File: config.mk
export PLATFORM = sky130hd
export DESIGN_NAME = printer_port
export DESIGN_NICKNAME = d
export VERILOG_FILES = /design/src/rtl/lpt_pkg.sv /design/src/rtl/printer_port.sv
export SDC_FILE = /design/constraint.sdc
export NUM_CORES = 1
export LEC_CHECK = 0
export ABC_AREA = 1
export BUFFER_PORTS_ARGS = -buffer_cell sky130_fd_sc_hd__buf_2
export CAP_MARGIN = 20
export CORE_ASPECT_RATIO = 0.5
export CORE_MARGIN = 3
export CORE_UTILIZATION = 41
export DETAILED_ROUTE_END_ITERATION = 10
export PLACE_DENSITY = 0.75
export SYNTH_ARGS = -nofsm -noshare
export SYNTH_HDL_FRONTEND = slang
export SYNTH_SLANG_ARGS = --single-unit
File: constraint.sdc
create_clock -name ref_clk -period 1.2 [get_ports ref_clk]
set_input_delay 0.06 -clock ref_clk [delete_from_list [all_inputs] [get_ports ref_clk]]
set_output_delay 0.06 -clock ref_clk [all_outputs]
set_load 0.005 [all_outputs]
File: src/rtl/lpt_pkg.sv
// lpt_pkg: constants, register map and carrier structs for the printer port
// assumes: a 32-bit apb slave with word-aligned registers

package lpt_pkg;

   // ************************************************************
   // register byte offsets
   // ************************************************************
   localparam logic [7:0] OFF_DATA    = 8'h00;  // output byte, reads the register when driving, else the pins
   localparam logic [7:0] OFF_STATUS  = 8'h04;  // printer status inputs
   localparam logic [7:0] OFF_CONTROL = 8'h08;  // control bits
   localparam logic [7:0] OFF_IRQ_ST  = 8'h0C;  // sticky event status, read only
   localparam logic [7:0] OFF_IRQ_CLR = 8'h10;  // write one to clear
   localparam logic [7:0] OFF_IRQ_EN  = 8'h14;  // event enable

   // ************************************************************
   // control register fields
   // ************************************************************
   localparam int CTL_STROBE = 0;
   localparam int CTL_AUTOLF = 1;
   localparam int CTL_INIT   = 2;
   localparam int CTL_SELECT = 3;
   localparam int CTL_DIR_IN = 5;  // 1: data bus is input

   // ************************************************************
   // status register fields
   // ************************************************************
   localparam int STS_FAULT  = 3;  // level of the active-low fault input
   localparam int STS_ONLINE = 4;
   localparam int STS_PAPER  = 5;
   localparam int STS_ACK    = 6;
   localparam int STS_BUSY   = 7;

   // ************************************************************
   // event bits
   // ************************************************************
   localparam int EV_ACK   = 0;  // falling edge of acknowledge
   localparam int EV_FAULT = 1;  // fault asserted
   localparam int EV_PAPER = 2;  // paper ran out
   localparam int EV_W     = 3;

   // ************************************************************
   // reset values
   // ************************************************************
   localparam logic [7:0]      RST_DATA    = 8'h00;
   localparam logic [7:0]      RST_CONTROL = 8'h04;  // init pin high, idle
   localparam logic [EV_W-1:0] RST_EVENTS  = 3'h0;

   // printer status inputs
   typedef struct packed {
      logic busy;
      logic ack_n;
      logic paper_out;
      logic printer_online;
      logic fault_n;
   } prn_status_s;

   // printer control outputs
   typedef struct packed {
      logic data_strobe_n;
      logic auto_line_feed_n;
      logic init_n;
      logic select_printer_n;
   } prn_ctrl_s;

endpackage

File: src/rtl/printer_port.sv
// printer_port: apb register block driving a byte-wide printer port
// assumes: apb master on ref_clk, printer inputs synchronous to ref_clk,
// the data pads resolved outside from byte_out / byte_oe
//
// Implementation choices: the register offsets and the APB slave port.

`timescale 1ns/10ps

module printer_port
   import lpt_pkg::*;
(
   // clock and reset
   input  wire logic        ref_clk,
   input  wire logic        resetn,
   // apb slave
   input  wire logic        psel,
   input  wire logic        penable,
   input  wire logic        pwrite,
   input  wire logic [7:0]  paddr,
   input  wire logic [31:0] pwdata,
   output logic      [31:0] prdata,
   output logic             pready,
   output logic             pslverr,
   // printer pins
   output prn_ctrl_s        prn_ctrl,
   input  wire prn_status_s prn_status,
   input  wire logic [7:0]  byte_in,
   output logic      [7:0]  byte_out,
   output logic             byte_oe,
   // interrupt
   output logic             irq
);

   // ************************************************************
   // bus decode
   // ************************************************************
   logic             wr_req;
   logic             rd_req;
   logic             known;
   logic [7:0]       data_reg;
   logic [7:0]       ctl_reg;
   logic [EV_W-1:0]  ev_st;
   logic [EV_W-1:0]  ev_en;
   logic [7:0]       sts_word;
   logic [EV_W-1:0]  ev_hit;
   logic             ack_q;
   logic             fault_q;
   logic             paper_q;
   logic             hold_byte;

   function automatic logic is_mapped(input logic [7:0] a);
      return (a == OFF_DATA) || (a == OFF_STATUS) || (a == OFF_CONTROL) ||
             (a == OFF_IRQ_ST) || (a == OFF_IRQ_CLR) || (a == OFF_IRQ_EN);
   endfunction

   // one-cycle access phase, answered in the setup-following cycle
   assign wr_req = psel && penable && pwrite && pready;
   assign rd_req = psel && !penable && !pwrite;
   assign known  = is_mapped(paddr);

   // status word seen by software
   always_comb begin
      sts_word             = 8'h00;
      sts_word[STS_FAULT]  = prn_status.fault_n;
      sts_word[STS_ONLINE] = prn_status.printer_online;
      sts_word[STS_PAPER]  = prn_status.paper_out;
      sts_word[STS_ACK]    = prn_status.ack_n;
      sts_word[STS_BUSY]   = prn_status.busy;
   end

   // pready high in the access phase, zero wait states
   always_ff @(posedge ref_clk) begin
      if (!resetn) begin
         pready  <= 1'b0;
         pslverr <= 1'b0;
      end else begin
         pready  <= psel && !penable;
         pslverr <= psel && !penable && !is_mapped(paddr);
      end
   end

   // read data registered in the setup cycle
   always_ff @(posedge ref_clk) begin
      if (!resetn) begin
         prdata <= 32'h0000_0000;
      end else if (rd_req) begin
         case (paddr)
            OFF_DATA:    prdata <= {24'h00_0000, byte_oe ? data_reg : byte_in};
            OFF_STATUS:  prdata <= {24'h00_0000, sts_word};
            OFF_CONTROL: prdata <= {24'h00_0000, ctl_reg};
            OFF_IRQ_ST:  prdata <= {29'h0000_0000, ev_st};
            OFF_IRQ_EN:  prdata <= {29'h0000_0000, ev_en};
            default:     prdata <= 32'h0000_0000;
         endcase
      end
   end

   // ************************************************************
   // data and control registers
   // ************************************************************
   // byte held while strobe low or acknowledge pending
   assign hold_byte = ctl_reg[CTL_STROBE] || !prn_status.ack_n;

   always_ff @(posedge ref_clk) begin
      if (!resetn) begin
         data_reg <= RST_DATA;
      end else if (wr_req && known && paddr == OFF_DATA && !hold_byte) begin
         data_reg <= pwdata[7:0];
      end
   end

   always_ff @(posedge ref_clk) begin
      if (!resetn) begin
         ctl_reg <= RST_CONTROL;
      end else if (wr_req && paddr == OFF_CONTROL) begin
         ctl_reg <= pwdata[7:0] & 8'h2F;
      end
   end

   // ************************************************************
   // pin drive
   // ************************************************************
   always_ff @(posedge ref_clk) begin
      if (!resetn) begin
         prn_ctrl <= '{data_strobe_n: 1'b1, auto_line_feed_n: 1'b1,
                        init_n: 1'b1, select_printer_n: 1'b1};
         byte_out <= 8'h00;
         byte_oe  <= 1'b0;
      end else begin
         prn_ctrl.data_strobe_n    <= !ctl_reg[CTL_STROBE];
         // auto feed inverse of bit 1
         prn_ctrl.auto_line_feed_n <= !ctl_reg[CTL_AUTOLF];
         prn_ctrl.init_n           <= ctl_reg[CTL_INIT];
         prn_ctrl.select_printer_n <= !ctl_reg[CTL_SELECT];
         byte_out                  <= data_reg;
         // release the bus unless selected and output
         byte_oe <= ctl_reg[CTL_SELECT] && !ctl_reg[CTL_DIR_IN];
      end
   end

   // ************************************************************
   // events and interrupt
   // ************************************************************
   always_ff @(posedge ref_clk) begin
      if (!resetn) begin
         ack_q   <= 1'b1;
         fault_q <= 1'b1;
         paper_q <= 1'b0;
      end else begin
         ack_q   <= prn_status.ack_n;
         fault_q <= prn_status.fault_n;
         paper_q <= prn_status.paper_out;
      end
   end

   always_comb begin
      ev_hit           = '0;
      ev_hit[EV_ACK]   = ack_q && !prn_status.ack_n;
      ev_hit[EV_FAULT] = fault_q && !prn_status.fault_n;
      ev_hit[EV_PAPER] = !paper_q && prn_status.paper_out;
   end

   // set beats clear
   always_ff @(posedge ref_clk) begin
      if (!resetn) begin
         ev_st <= RST_EVENTS;
      end else if (wr_req && paddr == OFF_IRQ_CLR) begin
         ev_st <= (ev_st & ~pwdata[EV_W-1:0]) | ev_hit;
      end else begin
         ev_st <= ev_st | ev_hit;
      end
   end

   always_ff @(posedge ref_clk) begin
      if (!resetn) begin
         ev_en <= RST_EVENTS;
      end else if (wr_req && paddr == OFF_IRQ_EN) begin
         ev_en <= pwdata[EV_W-1:0];
      end
   end

   always_ff @(posedge ref_clk) begin
      if (!resetn) begin
         irq <= 1'b0;
      end else begin
         irq <= |((ev_st | ev_hit) & ev_en);
      end
   end

   // ************************************************************
   // checks
   // ************************************************************
   property p_strobe;
      @(posedge ref_clk) disable iff (!resetn)
      ##1 prn_ctrl.data_strobe_n == !$past(ctl_reg[CTL_STROBE]);
   endproperty
   a_strobe: assert property (p_strobe) else $error("strobe not inverse of bit 0");

   property p_autolf;
      @(posedge ref_clk) disable iff (!resetn)
      $rose(ctl_reg[CTL_AUTOLF]) |=> !prn_ctrl.auto_line_feed_n;
   endproperty
   a_autolf: assert property (p_autolf) else $error("auto feed not low");

   property p_init;
      @(posedge ref_clk) disable iff (!resetn)
      $fell(ctl_reg[CTL_INIT]) |=> !prn_ctrl.init_n;
   endproperty
   a_init: assert property (p_init) else $error("init not following bit 2");

   property p_select;
      @(posedge ref_clk) disable iff (!resetn)
      ctl_reg[CTL_SELECT] |=> !prn_ctrl.select_printer_n;
   endproperty
   a_select: assert property (p_select) else $error("select not low");

   property p_fault;
      @(posedge ref_clk) disable iff (!resetn)
      rd_req && paddr == OFF_STATUS |=> prdata[STS_FAULT] == $past(prn_status.fault_n);
   endproperty
   a_fault: assert property (p_fault) else $error("fault bit wrong");

   property p_float;
      @(posedge ref_clk) disable iff (!resetn)
      !ctl_reg[CTL_SELECT] |=> !byte_oe;
   endproperty
   a_float: assert property (p_float) else $error("bus driven when unselected");

   property p_hold;
      @(posedge ref_clk) disable iff (!resetn)
      hold_byte |=> $stable(data_reg);
   endproperty
   a_hold: assert property (p_hold) else $error("byte changed while held");

   property p_irq;
      @(posedge ref_clk) disable iff (!resetn)
      (ev_st[EV_ACK] && ev_en[EV_ACK]) |=> irq;
   endproperty
   a_irq: assert property (p_irq) else $error("interrupt missing");

endmodule

==> results by group <==
Global routing
  • Largest net degree at the start of global routing: 28
  • Number of global-route vias before repair: 1825
  • GRT overflow: 0
  • Total global-route track usage: 16.11%
  • First-pass GRT wire length: around 8000 um
  • Initial antenna violation count: 0

Logic synthesis
  • Yosys warns: 0
  • Cells after Synth: 304
  • Cell variety after synth: 30
  • Post-synth ARST share: 0%
  • Sequential fraction of the synthesis area: 42.18%
  • Synth Flop Type: dfxtp_1
  • Synthesized flop and latch total: 46
  • Netlist Area Pre-Place: 2183 um2
  • Post-synth EDFFs: 0
  • Post-synthesis average cell area: 7.182 um2

Clock network
  • Root buf cell: clkbuf_8
  • Clock sink count: 46
  • CTS clock-pin slew for the worst setup and hold paths: 90 ps
  • CTS buffer count: 5
  • TritonCTS clock tree: built
  • Setup Buffers After CTS: 0
  • Worst-Skew Late Latency: 310 ps
  • Max Buffers Root-to-Sink: 2
  • Htree depth: 2

Floorplanning
  • Die H: 57.60 um
  • Io pins: 106
  • Core outline area: 5022 um2
  • Die W: about 110 um
  • Initial Utilization: 43.47%
  • Row count: 18
  • Die area: between 6000 and 7000 um2

Power
  • Power density cells: around 1100 nW/um2
  • Worst vdd rail ir drop: 0.6055 mV
  • Leakage power: roughly 1.4 nW
  • Total Power: 3.009 mW

Place
  • Port bufs: 57
  • Routability Congestion: 0.8786
  • Placed cells: 433
  • Final HPWL DP: 3770 um

Timing
  • Final hold vios: 0
  • F_max: 895.4 MHz
  • Tmin final: 1117 ps
  • Final period util: 93.07%
  • Max Slew Vio Count: 0
  • RSZ-0062 raised after global routing: false
  • Setup-failing EPs final: 0
  • Clock Skews: slightly below 7 ps
  • TNS Setup: 0 ps

Worst hold path
  • Worst min-delay path class: input port to flip-flop

Route
  • First-pass DRT Iterations: 4
  • Vias per cell: 4.600
  • DR vias: 2033
  • Routed len/inst: 11.55 um
  • Antenna Nets Post-Route: 0
  • DRC viols: 0
  • Routed WL: 5105 um
  • DR iter-0 viols: 101

Finish
  • Share of layout cells above drive strength 1: between 20% and 30%
  • Most frequent cells in the layout: nand2_1, buf_2, dfxtp_1, inv_1, nor2_1
  • NumNets Final: 430
  • Area delta synth->final: 23.95%
  • Diode count: 0
  • Commonest non-fill, non-tap cell in the layout: nand2_1
  • Fin cells: 442

Setup path
  • Worst Path Max Fanout: 8
  • Critical Path RT: 1400 ps
  • Nature of the critical path startpoint: flip-flop
  • Worst path cell trace: nand2_2, nor2_4, buf_6, nand3_4, nor2_1, nor3_2
  • Worst R2R Setup Slack: 80 ps
  • CP delay by family, top: simple AND/OR/NAND/NOR gates
  • Reg2reg end: data_reg[2]$_SDFFE_PN0P_
  • R2r startpoint: pready$_SDFF_PN0_
  • Critical path type: flip-flop to flip-flop
  • Reg2Reg Depth: 6
  • Worst EP arrival: about 1300 ps
  • Critical Path Sink Type: flip-flop
  • CP max stage cell: dfxtp_2
  • Worst path bufs/invs: 1
  • Critical path origin: pready$_SDFF_PN0_
  • Slowest Stage Delay on Critical Path: 330 ps
  • Worst Setup EP: data_reg[2]$_SDFFE_PN0P_
  • Crit path depth: 6

Status
  • Status: finished clean

Run
  • Maxcap violations: 0
[cell families after synthesis]
logic type	count (synthesis)	synth area share, %
other cells	1	0.1718
simple gates	145	30.20
buf+inv	73	17.42
flops	46	42.18
compound gates	39	10.03
[through the flow]
step                utilization [%]  area, um2  setup slack, ps  hold WS (ps)
global placement              50.02       2512            57.22         303.5
global route                  53.89       2706           0.3568         39.80
finish                        53.89       2706            83.14         25.51
detailed placement            50.02       2512            20.72         307.1
floorplan                         -       2270            36.29         153.5
CTS                           52.67       2645            35.70         17.97
[layout make-up]
type / count / area [um2]
flip-flops and latches: 46 / 922.1
clock inverters: 1 / 30.03
clock buffers: 6 / 82.58
multi-input cells: 208 / 1017
inverters: 41 / 155.1
fillers: 515 / 2316
well taps: 70 / 87.58
repair buffers: 70 / 411.6
[layer usage]
metal / wire length, um / GRT usage (%)
met4: 61 / 5.861
met1: 2182 / 19.72
met3: 381 / 3.729
met5: 0 / 0
met2: 2479 / 27.92
[power by group]
part	total, mW	switching [mW]	leakage, nW	internal [mW]
sequential	1.56	0.00961	0.373	1.55
combinational	0.264	0.169	0.937	0.0951
clock	1.19	0.522	0.0573	0.667
[repair_timing]
item,4_1_cts,5_1_grt
setup endpoints to repair,0,17
resized for setup,0,15
hold buffers,2,0
endpoints found under the hold margin,2,0
[cells in the mapped netlist (2+ instances only)]
| cell | n | share of area [%] |
|---|---|---|
| nand2_1 | 67 | 12 |
| dfxtp_1 | 46 | 42 |
| inv_1 | 37 | 6.4 |
| nor2_1 | 32 | 5.5 |
| buf_4 | 25 | 8.6 |
| nand3_1 | 21 | 4.8 |
| o21ai_0 | 11 | 2.5 |
| a21oi_1 | 10 | 2.3 |
| a31oi_1 | 8 | 2.3 |
| nor3_1 | 8 | 1.8 |
| o21ai_1 | 7 | 1.6 |
| nor2_2 | 5 | 1.4 |
| buf_2 | 3 | 0.69 |
| nand2_2 | 3 | 0.86 |
| nand4_1 | 3 | 0.86 |
| clkbuf_1 | 2 | 0.34 |
| inv_2 | 2 | 0.34 |
| nand3_2 | 2 | 0.92 |
[worst reg2reg max path: stages (launching register included)]
cell and delay [ps]:
dfxtp_2 330, nand2_2 70, nor2_4 130, buf_6 140
nand3_4 120, nor2_1 170, nor3_2 50
[how the worst min path moves through the flow]
stage / startpoint / end / slack [ps] / depth (start not counted)
2_1_floorplan: prn_status[2] / paper_q$_SDFF_PN0_ / 150 / 2
3_3_place_gp: prn_status[2] / paper_q$_SDFF_PN0_ / 300 / 3
3_5_place_dp: prn_status[2] / paper_q$_SDFF_PN0_ / 310 / 3
4_1_cts: pwdata[5] / ctl_reg[5]$_SDFFE_PN0P_ / 20 / 3
5_1_grt: pwdata[7] / data_reg[7]$_SDFFE_PN0P_ / 40 / 3
6_report: pwdata[5] / ctl_reg[5]$_SDFFE_PN0P_ / 30 / 3
(Power assumes the default switching activity.)
